===== src/rtl/hpms_cfg.svh =====
// Offsets, field positions and reset values of the host port pin mode select block.
`ifndef HPMS_CFG_SVH
`define HPMS_CFG_SVH
`define HPMS_OFS_STATUS 4'h0
`define HPMS_OFS_MASK   4'h4
`define HPMS_OFS_MODE   4'h8
`define HPMS_OFS_CTRL   4'hC
`define HPMS_MASK_RST   3'h0
`define HPMS_CTRL_RST   8'h00
`define HPMS_EV_CORE    0
`define HPMS_EV_MODE    1
`define HPMS_EV_TSTR    2
`define HPMS_PIN_MISO   0
`define HPMS_PIN_MOSI   1
`define HPMS_PIN_SCLK   2
`define HPMS_MISO_OE    8'h01
`endif


===== src/rtl/hpms_pkg.sv =====
// Types shared by the host port pin mode select block.
package hpms_pkg;
  typedef enum logic [1:0] {
    HPMS_MUX,
    HPMS_NONMUX,
    HPMS_SERIAL,
    HPMS_HW
  } hpms_mode_e;

  // Bits 7 down to 2 line up with shared bus pins 7 down to 2.
  typedef struct packed {
    logic       rx_term_disable;
    logic       tx_term_disable;
    logic [1:0] rx_framing_sel;
    logic       tx_sync_fn_sel;
    logic       rx_sync_fn_sel;
    logic [1:0] tx_mode_sel;
  } hpms_cfg_s;

  typedef struct packed {
    logic       jitter_in;
    logic       tristate_reset_pin;
    logic       tx_mode_sel2;
    logic       tx_mode_sel1;
    logic [1:0] host_if_sel;
    logic [7:0] bus;
  } hpms_pins_s;
endpackage : hpms_pkg


===== src/rtl/hpms_top.sv =====
// Host port pin mode select with strap decode, pin steering, alert output and Avalon-MM registers.
// What this block does
// Pull open-drain alert low on flagged status outside hardware mode
// Far side drives jitter clock select high
// Hardware mode: tx mode from select pins
// Rising tristate/reset pin defaults mask and control, clears status but sets its tristate flag
// Tristate/reset high floats every driven pin
// Far side holds tristate/reset pin low
// Decode interface select into four modes
// Select 01: shared pins are data bus
// Select 00: shared pins carry address/data
// Hardware mode: rx termination disable pin
// Hardware mode: tx termination disable pin
// Hardware mode: rx framing from two pins
// Hardware mode: tx sync function pin
// Hardware mode: rx sync function pin
// Serial mode: bus bit 2 is clock
// Serial: read data bit 0, write bit 1
// Far side ties address pins low muxed
// Far side keeps straps static, resets after change
`include "hpms_cfg.svh"
`timescale 1ns/1ps
`default_nettype none

module hpms_top (
  // Clock, reset and freeze.
  input  wire logic                  clk,
  input  wire logic                  reset,
  input  wire logic                  ce,
  // Avalon-MM register slave.
  input  wire logic [3:0]            avs_address,
  input  wire logic                  avs_read,
  input  wire logic                  avs_write,
  input  wire logic [31:0]           avs_writedata,
  input  wire logic [3:0]            avs_byteenable,
  output logic      [31:0]           avs_readdata,
  output logic                       avs_waitrequest,
  output logic                       irq,
  // Device pins.
  input  wire logic [7:0]            bus_pin_in,
  output logic      [7:0]            bus_pin_out,
  output logic      [7:0]            bus_pin_oe,
  input  wire logic [1:0]            host_if_sel,
  input  wire logic                  tx_mode_sel1,
  input  wire logic                  tx_mode_sel2,
  input  wire logic                  tristate_reset_pin,
  input  wire logic                  alert_pin_in,
  output logic                       alert_pin_out,
  output logic                       alert_pin_oe,
  // Core side.
  input  wire logic                  core_event,
  input  wire logic [7:0]            par_rd_data,
  input  wire logic                  par_drive,
  input  wire logic                  ser_miso,
  input  wire logic                  ser_miso_en,
  output logic      [7:0]            par_pin_data,
  output logic                       ser_sclk,
  output logic                       ser_mosi,
  output hpms_pkg::hpms_mode_e       mode,
  output hpms_pkg::hpms_cfg_s        cfg,
  output logic                       jitter_clk_sel0,
  output logic                       ser_tristate
);

  function automatic hpms_pkg::hpms_mode_e decode_mode(input logic [1:0] sel);
    hpms_pkg::hpms_mode_e m;
    m = hpms_pkg::HPMS_MUX;
    unique case (sel)
      2'h0: m = hpms_pkg::HPMS_MUX;
      2'h1: m = hpms_pkg::HPMS_NONMUX;
      2'h2: m = hpms_pkg::HPMS_SERIAL;
      2'h3: m = hpms_pkg::HPMS_HW;
    endcase
    return m;
  endfunction : decode_mode

  hpms_pkg::hpms_pins_s pins_in;
  hpms_pkg::hpms_pins_s sync1_reg;
  hpms_pkg::hpms_pins_s sync2_reg;
  logic                 tstr_d_reg;
  logic                 tstr_rise;
  logic                 tstr_hold;
  hpms_pkg::hpms_mode_e mode_live;
  logic                 mode_chg;
  logic [2:0]           status_reg;
  logic [2:0]           status_next;
  logic [2:0]           mask_reg;
  hpms_pkg::hpms_cfg_s  ctrl_reg;
  hpms_pkg::hpms_cfg_s  cfg_next;
  logic [2:0]           rd_capture_reg;
  logic                 req;
  logic                 done;
  logic [31:0]          rd_value;

  assign pins_in = '{jitter_in: alert_pin_in, tristate_reset_pin: tristate_reset_pin,
                     tx_mode_sel2: tx_mode_sel2, tx_mode_sel1: tx_mode_sel1,
                     host_if_sel: host_if_sel, bus: bus_pin_in};

  // Every pin is asynchronous to clk, so only the second stage is read.
  always_ff @(posedge clk or posedge reset) begin
    if (reset) begin
      sync1_reg <= '0;
      sync2_reg <= '0;
      tstr_d_reg <= 1'b0;
    end else if (ce) begin
      sync1_reg <= pins_in;
      sync2_reg <= sync1_reg;
      tstr_d_reg <= sync2_reg.tristate_reset_pin;
    end
  end

  assign tstr_rise = sync2_reg.tristate_reset_pin & ~tstr_d_reg;
  assign tstr_hold = sync2_reg.tristate_reset_pin;
  assign mode_live = decode_mode(sync2_reg.host_if_sel);
  assign mode_chg  = (mode_live != mode);

  always_ff @(posedge clk or posedge reset) begin
    if (reset) begin
      mode <= hpms_pkg::HPMS_MUX;
    end else if (ce) begin
      mode <= mode_live;
    end
  end

  // Hardware mode takes configuration from the straps, otherwise from software.
  always_comb begin
    cfg_next = ctrl_reg;
    if (mode_live == hpms_pkg::HPMS_HW) begin
      cfg_next.rx_term_disable = sync2_reg.bus[7];
      cfg_next.tx_term_disable = sync2_reg.bus[6];
      cfg_next.rx_framing_sel  = sync2_reg.bus[5:4];
      cfg_next.tx_sync_fn_sel  = sync2_reg.bus[3];
      cfg_next.rx_sync_fn_sel  = sync2_reg.bus[2];
      cfg_next.tx_mode_sel     = {sync2_reg.tx_mode_sel2, sync2_reg.tx_mode_sel1};
    end
  end

  always_ff @(posedge clk or posedge reset) begin
    if (reset) begin
      cfg <= '0;
      jitter_clk_sel0 <= 1'b0;
    end else if (ce) begin
      cfg <= cfg_next;
      jitter_clk_sel0 <= (mode_live == hpms_pkg::HPMS_HW) & sync2_reg.jitter_in;
    end
  end

  // Pin steering; a released pin output is parked low only under tristate, in hardware mode and on serial bits 7 to 1.
  always_ff @(posedge clk or posedge reset) begin
    if (reset) begin
      bus_pin_out <= 8'h00;
      bus_pin_oe <= 8'h00;
      par_pin_data <= 8'h00;
      ser_sclk <= 1'b0;
      ser_mosi <= 1'b0;
      ser_tristate <= 1'b0;
    end else if (ce) begin
      ser_tristate <= tstr_hold;
      par_pin_data <= sync2_reg.bus;
      ser_sclk <= (mode_live == hpms_pkg::HPMS_SERIAL) & sync2_reg.bus[`HPMS_PIN_SCLK];
      ser_mosi <= (mode_live == hpms_pkg::HPMS_SERIAL) & sync2_reg.bus[`HPMS_PIN_MOSI];
      bus_pin_out <= 8'h00;
      bus_pin_oe <= 8'h00;
      if (tstr_hold) begin
        bus_pin_oe <= 8'h00;
      end else begin
        unique case (mode_live)
          hpms_pkg::HPMS_MUX, hpms_pkg::HPMS_NONMUX: begin
            bus_pin_out <= par_rd_data;
            bus_pin_oe <= {8{par_drive}};
          end
          hpms_pkg::HPMS_SERIAL: begin
            bus_pin_out[`HPMS_PIN_MISO] <= ser_miso;
            bus_pin_oe <= ser_miso_en ? `HPMS_MISO_OE : 8'h00;
          end
          hpms_pkg::HPMS_HW: begin
            bus_pin_oe <= 8'h00;
          end
        endcase
      end
    end
  end

  // Alert is open-drain: the driven level is always low, only the enable moves.
  always_ff @(posedge clk or posedge reset) begin
    if (reset) begin
      alert_pin_out <= 1'b0;
      alert_pin_oe <= 1'b0;
      irq <= 1'b0;
    end else if (ce) begin
      alert_pin_out <= 1'b0;
      irq <= |(status_next & mask_reg);
      alert_pin_oe <= |(status_next & mask_reg) & ~tstr_hold
                      & (mode_live != hpms_pkg::HPMS_HW);
    end
  end

  // Avalon slave: one wait cycle, read data captured before the completing edge.
  assign req  = avs_read | avs_write;
  assign done = req & ~avs_waitrequest;

  always_comb begin
    rd_value = 32'h0000_0000;
    unique case (avs_address)
      `HPMS_OFS_STATUS: rd_value[2:0] = status_reg;
      `HPMS_OFS_MASK:   rd_value[2:0] = mask_reg;
      `HPMS_OFS_MODE:   rd_value[11:0] = {cfg, jitter_clk_sel0, tstr_hold, sync2_reg.host_if_sel};
      `HPMS_OFS_CTRL:   rd_value[7:0] = ctrl_reg;
      default:          rd_value = 32'h0000_0000;
    endcase
  end

  always_ff @(posedge clk or posedge reset) begin
    if (reset) begin
      avs_waitrequest <= 1'b1;
      avs_readdata <= 32'h0000_0000;
      rd_capture_reg <= 3'h0;
    end else if (ce) begin
      avs_waitrequest <= ~(req & avs_waitrequest);
      if (req & avs_waitrequest) begin
        avs_readdata <= avs_read ? rd_value : 32'h0000_0000;
        rd_capture_reg <= (avs_read && avs_address == `HPMS_OFS_STATUS) ? status_reg : 3'h0;
      end
    end
  end

  // Only the bits the reader saw are cleared; a new event still sets.
  always_comb begin
    status_next = status_reg;
    if (done & avs_read) begin
      status_next = status_reg & ~rd_capture_reg;
    end
    if (tstr_rise) begin
      status_next = 3'h0;
    end
    status_next[`HPMS_EV_CORE] = status_next[`HPMS_EV_CORE] | core_event;
    status_next[`HPMS_EV_MODE] = status_next[`HPMS_EV_MODE] | mode_chg;
    status_next[`HPMS_EV_TSTR] = status_next[`HPMS_EV_TSTR] | tstr_rise;
  end

  always_ff @(posedge clk or posedge reset) begin
    if (reset) begin
      status_reg <= 3'h0;
    end else if (ce) begin
      status_reg <= status_next;
    end
  end

  always_ff @(posedge clk or posedge reset) begin
    if (reset) begin
      mask_reg <= `HPMS_MASK_RST;
      ctrl_reg <= `HPMS_CTRL_RST;
    end else if (ce) begin
      if (tstr_rise) begin
        mask_reg <= `HPMS_MASK_RST;
        ctrl_reg <= `HPMS_CTRL_RST;
      end else if (done & avs_write & avs_byteenable[0]) begin
        if (avs_address == `HPMS_OFS_MASK) begin
          mask_reg <= avs_writedata[2:0];
        end
        if (avs_address == `HPMS_OFS_CTRL) begin
          ctrl_reg <= avs_writedata[7:0];
        end
      end
    end
  end
endmodule : hpms_top

`default_nettype wire


===== config.mk =====
export PLATFORM = sky130hd
export DESIGN_NAME = hpms_top
export DESIGN_NICKNAME = d
export VERILOG_FILES = /design/src/rtl/hpms_pkg.sv /design/src/rtl/hpms_top.sv
export VERILOG_INCLUDE_DIRS = /design/src /design/src/rtl
export SDC_FILE = /design/constraint.sdc
export NUM_CORES = 1
export LEC_CHECK = 0
export BUFFER_PORTS_ARGS = -buffer_cell sky130_fd_sc_hd__buf_2
export CORE_ASPECT_RATIO = 0.5
export CORE_UTILIZATION = 45
export DETAILED_ROUTE_END_ITERATION = 6
export HOLD_SLACK_MARGIN = 0.06
export PLACE_DENSITY = 0.74
export SLEW_MARGIN = 20
export SYNTH_ARGS = -nofsm -noshare
export SYNTH_HDL_FRONTEND = slang
export SYNTH_SLANG_ARGS = --single-unit

===== constraint.sdc =====
create_clock -name clk -period 5.1 [get_ports clk]
set_clock_uncertainty 0.05 [all_clocks]
set_input_delay 0.255 -clock clk [delete_from_list [all_inputs] [get_ports clk]]
set_output_delay 0.255 -clock clk [all_outputs]
set_load 0.02 [all_outputs]

# --- After elaboration in Yosys (flattened, before gate mapping) ---
# Cells that the tools add are included.
word_totals:
  word_cells: 105
  regBits: 118
  output_inout_bits: 74
  inputBits: 71
classes:
  n_mux: 21
  n_reduce_logical: 12
  n_eq_ne: 11
  n_bitwise: 22
ops:
  columns: ["cell", "count"]
  rows:
  - ["8-bit 2-to-1 mux", 6]
  - ["8-bit one-hot mux with 3 select lines", 1]
  - ["3-bit 2-to-1 mux", 6]
  - ["12-bit 2-to-1 mux", 1]
  - ["3-bit one-hot mux with 4 select lines", 1]
  - ["1-bit bitwise AND", 11]
  - ["5-bit one-hot mux with 2 select lines", 1]
  - ["2-bit equality test (second input constant)", 4]
  - ["4-bit equality test (second input constant)", 2]
  - ["2-bit one-hot mux with 4 select lines", 1]
  - ["7-bit 2-to-1 mux", 1]
  - ["3-bit bitwise AND", 2]
  - ["3-bit AND reduction", 2]
  - ["2-bit nonzero test", 3]
  - ["2-bit by 1-bit equality test with 1-bit output (second input constant)", 2]
  - ["4-bit by 3-bit equality test with 1-bit output (second input constant)", 1]
  - ["2-bit zero test", 2]
  - ["4-bit zero test", 1]
  - ["4-bit 2-to-1 mux", 1]
  - ["1-bit NOT", 4]
  - ["1-bit bitwise OR", 4]
  - ["3-bit NOT", 1]
  - ["3-bit OR reduction", 1]
  - ["2-bit != test", 1]
  - ["6 further kinds", 6]

# --- Longest topological paths before layout ---
logic_depth:
  word_depth: 10
  ltp_mapped: 5
  mapped_depth_nobuf: 4

# --- Least setup slack after synthesis ---
# OpenSTA, ideal clock, no wires.
synth_timing:
  path_type: "reg-to-reg"
  startpoint: "register avs_waitrequest"
  endpoint: "register avs_readdata[4]"
  path_buffers: 0
  path_stages_with_launch: 5
  setup_ns: 0.116
  path_slack_ns: 3.502
  t_required_ns: 4.934
  period_less_slack_ns: 1.598
  arrival_ns: 1.432
  path_cell_list: "dfstp_2 -> nand3_1 -> nor4b_4 -> nand2_1 -> o311ai_0"
synth_between:
  elab_chain_cells: 2
synth_lines:
  columns: ["item", "line", "source"]
  rows:
  - ["from (decl)", "hpms_top.sv:37", "output logic avs_waitrequest,"]
  - ["from (signal assigned)", "hpms_top.sv:219", "avs_waitrequest <= ~(req & avs_waitrequest);"]
  - ["1-bit bitwise AND", "hpms_top.sv:220", "if (req & avs_waitrequest) begin"]
  - ["2-bit AND reduction (no source line)", null, null]
  - ["to (signal assigned)", "hpms_top.sv:221", "avs_readdata <= avs_read ? rd_value : 32'h0000_0000;"]
  - ["to (decl)", "hpms_top.sv:36", "output logic [31:0] avs_readdata,"]
# No other way between the ends.
# A chain may end at the register's enable or synchronous reset.

# --- Final worst setup path ---
layout_timing:
  startpoint: "register avs_waitrequest"
  endpoint: "register avs_readdata[7]"
# The elaborated chain is that of the path after synthesis.

==> impl_results.md <==
- Outcome: complete, no violations
- Tightest Pin Transition: ~0.74 ns
- Full die area: 9530 sq um
- Ports: 145
- Synth top area cells: dfrtp_1 (55%), mux2_2 (11%), buf_4 (5.3%)
- Detailed placement HPWL: 5920 um
- Register area: 2300 sq um
- Max-cap violations: 0
- Synth Area in Simple Gates: 8.56%
- Flop pwr share: 46.0%
- Setup Buffers After CTS: 0
- Top cells by count, synth: dfrtp_1 (91), mux2_2 (41), nand2_1 (31), buf_4 (29), inv_1 (22)
- Die H: 69.5 um
- Mapped cell area: between 4000 and 5000 sq um
- Pre-antenna DRT Iters: 4
- Critical path startpoint category: flop
- Largest net degree at the start of global routing: 63
- Layout cells sized above 1: 38.1%
- Row cnt: 24
- Crit path max fanout: 9
- Total Routing Usage GR: approximately a fifth
- Max-slew headroom: around 51%
- Switching share of power: 29.9%
- Cell Int Power: 1.47 mW
- HP Class: in2async
- Core Region: about 9000 sq um
- CP Cell Sequence: nand3_1, nor4b_4, nand2_1, o311ai_0
- Routed vias: 2,733
- Yosys reg bits: 92
- CTS resizes: 0
- CTS root buf: clkbuf_16
- CP delay by family, top: simple AND/OR/NAND/NOR gates
- Crit path time final: 1.91 ns
- DRC viols: 0
- Area leader, netlist: dfrtp_1
- Yosys warning count: 0
- Initial antenna violation count: 0
- First-pass GRT wire length: 13,900 um
- Post-Synth XOR/XNOR Area: less than 1%
- # setup viols final: 0
- Area growth syn-to-layout: 18.7%
- DR vias/cell: 5.00
- Crit-path max cell delay: 0.62 ns
- Wire per inst: 15.4 um
- Hold Violations, Final: 0
- Max stage delay cell, worst path: nor4b_4
- Syn Inst Count: 334
- Critical Path RT: around 5.3 ns
- # clock sinks: 92
- Max clock buf depth: 2
- Synth cell types: 40
- Number of diodes: 0
- Chip width: 137 um
- WP buf/inv: 0
- Max Transition Viols Final: 0
- Multi-input gate area: 1530 sq um
- Total Nets Final: approximately 500
- Leak: 2.42 nW
- Filler cell count in the final layout: 732
- Clk_lat worst skew: about 0.34 ns
- Port buffer count: 96
- Worst VDD drop: 0.185 mV
- P per Cell Area: 431 nW/um^2
- Remaining global-route overflow: 0
- RSZ-0062 raised after global routing: false
- Critical path capture point type: flop
- Setup Crit Path Kind: reg2reg
- Final hold slack: 0.000704 ns
- Post-synthesis mux area share: 17.4%
- Max Freq: ~520 MHz
- Final Wtd Congestion: 0.814
- H-tree depth: 3
- Drt total wl: 8420 um
- Clock Power Share: a little under a third
- Area fraction of the dominant cell type after synthesis: approximately 55%
- Dominant synthesized flop cell: dfrtp_1
- Switching power: 0.629 mW
- WP data arrival: 2.08 ns
- Comb pwr share: between 20% and 30%
- Post-synth EDFFs: 0
- Cell with the most instances after synthesis: dfrtp_1
- Initial DRC count: 133
- CTS tree: yes
- Syn_area_per_cell: 12.3 sq um
- Adder-cell area share of the yosys netlist: 0%
- Setup TNS: 0 ns
- Synth Area in Compound Gates: under 10%
- Tcrit/Tclk final: between 30% and 40%
- Max FFs per register: 14
- Ys async rst share: 100%
- Cts bufs inserted: 9
- Sequential area share after synthesis: a little under three fifths
- Routed Antenna Nets: 0
- Starting Density: ~47%
- Clk slew on worst S/H paths: roughly 0.060 ns
- Largest family of logic cells by synthesized area: multiplexers
- Vias in the first global route: 2,695
==> layer usage <==
| metal | GRT usage, % | share of wire (%) | vias up |
|---|---|---|---|
| met3 | 5.92 | 6.5 | 9 |
| met4 | 6.11 | 1.3 | 0 |
| met5 | 0 | 0 | - |
| met1 | 26.5 | 45 | 1344 |
| li1 | - | - | 1284 |
| met2 | 29.6 | 47 | 96 |
==> worst paths after layout <==
path,endpoint,start,slack (ns),cells past startpoint
worst max-delay path,avs_readdata[7],avs_waitrequest,3.19,4
worst min-delay path,sync1_reg[2],reset,0.0007,2
worst max register to register,avs_readdata[7],avs_waitrequest,3.19,4
worst min register to register,alert_pin_oe,alert_pin_oe,0.44,2
max in group asynchronous,avs_readdata[10],reset,4.11,3
min in group clk,bus_pin_out[3],par_rd_data[3],0.08,3
==> cell usage in the layout, fill, tap and decap left out, types with 2 or more instances in the layout <==
cell / Yosys / layout
and2_1: 3 / 3
dfrtp_1: 91 / 91
nand3b_1: 4 / 4
xor2_1: 2 / 2
mux2_4: 3 / 3
o21ai_0: 11 / 11
conb_1: 1 / 21
nand3_1: 2 / 2
o311ai_0: 5 / 5
o22ai_1: 3 / 3
inv_1: 22 / 21
mux2i_1: 13 / 13
buf_4: 29 / 3
a22o_1: 11 / 11
o211ai_1: 2 / 2
nor2_1: 13 / 13
nand2b_1: 7 / 7
nand2_1: 31 / 31
clkbuf_8: 0 / 2
mux4_1: 3 / 3
clkbuf_16: 0 / 9
clkbuf_1: 3 / 4
mux2_2: 41 / 41
buf_2: 7 / 96
a21oi_1: 10 / 10
==> cell families (layout without fill, tap and decap cells) <==
| kind of cell | count (synthesis) | count (layout) |
|---|---|---|
| flip-flops | 92 | 92 |
| AND/OR/NAND/NOR | 66 | 66 |
| buffers and inverters | 62 | 138 |
| multiplexers | 60 | 60 |
| AO/OA/AOI/OAI | 51 | 51 |
| XOR/XNOR | 2 | 2 |
| other | 1 | 21 |
==> power groups by stage <==
stage | Clock [mW] | Combinational [mW] | Sequential (mW)
CTS | 0.677 | 0.478 | 0.966
global placement | 0 | 0.460 | 0.970
detailed placement | 0 | 0.472 | 0.977
floorplan | 0 | 0.274 | 1.03
finish | 0.662 | 0.473 | 0.967
global route | 0.705 | 0.516 | 0.985
==> metrics by stage <==
stage	power [mW]	std cells	util (%)	area (sq um)	worst slack (ns)
2_1_floorplan	1.30	354	-	4180	2.40
3_3_place_gp	1.43	530	52.0	4560	3.03
3_5_place_dp	1.45	530	52.0	4560	2.99
4_1_cts	2.12	547	55.6	4870	3.17
5_1_grt	2.21	547	55.6	4870	2.99
6_report	2.10	547	55.6	4870	3.19
==> cell type report <==
| type | count | share of cell area (%) |
|---|---|---|
| Inverter | 22 | 1.75 |
| Clock buffer | 15 | 5.50 |
| Timing Repair Buffer | 100 | 10.5 |
| Clock inverter | 1 | 0.616 |
| Sequential cell | 92 | 47.3 |
| Tap cell | 117 | 3.00 |
| Multi-Input combinational cell | 200 | 31.3 |
==> repair_timing <==
action / 4_1_cts / 5_1_grt
hold buffers: 1 / 0
setup endpoints to repair: 0 / 0
hold endpoints to repair: 1 / 0
No activity file was read; power rests on OpenSTA's default activity.
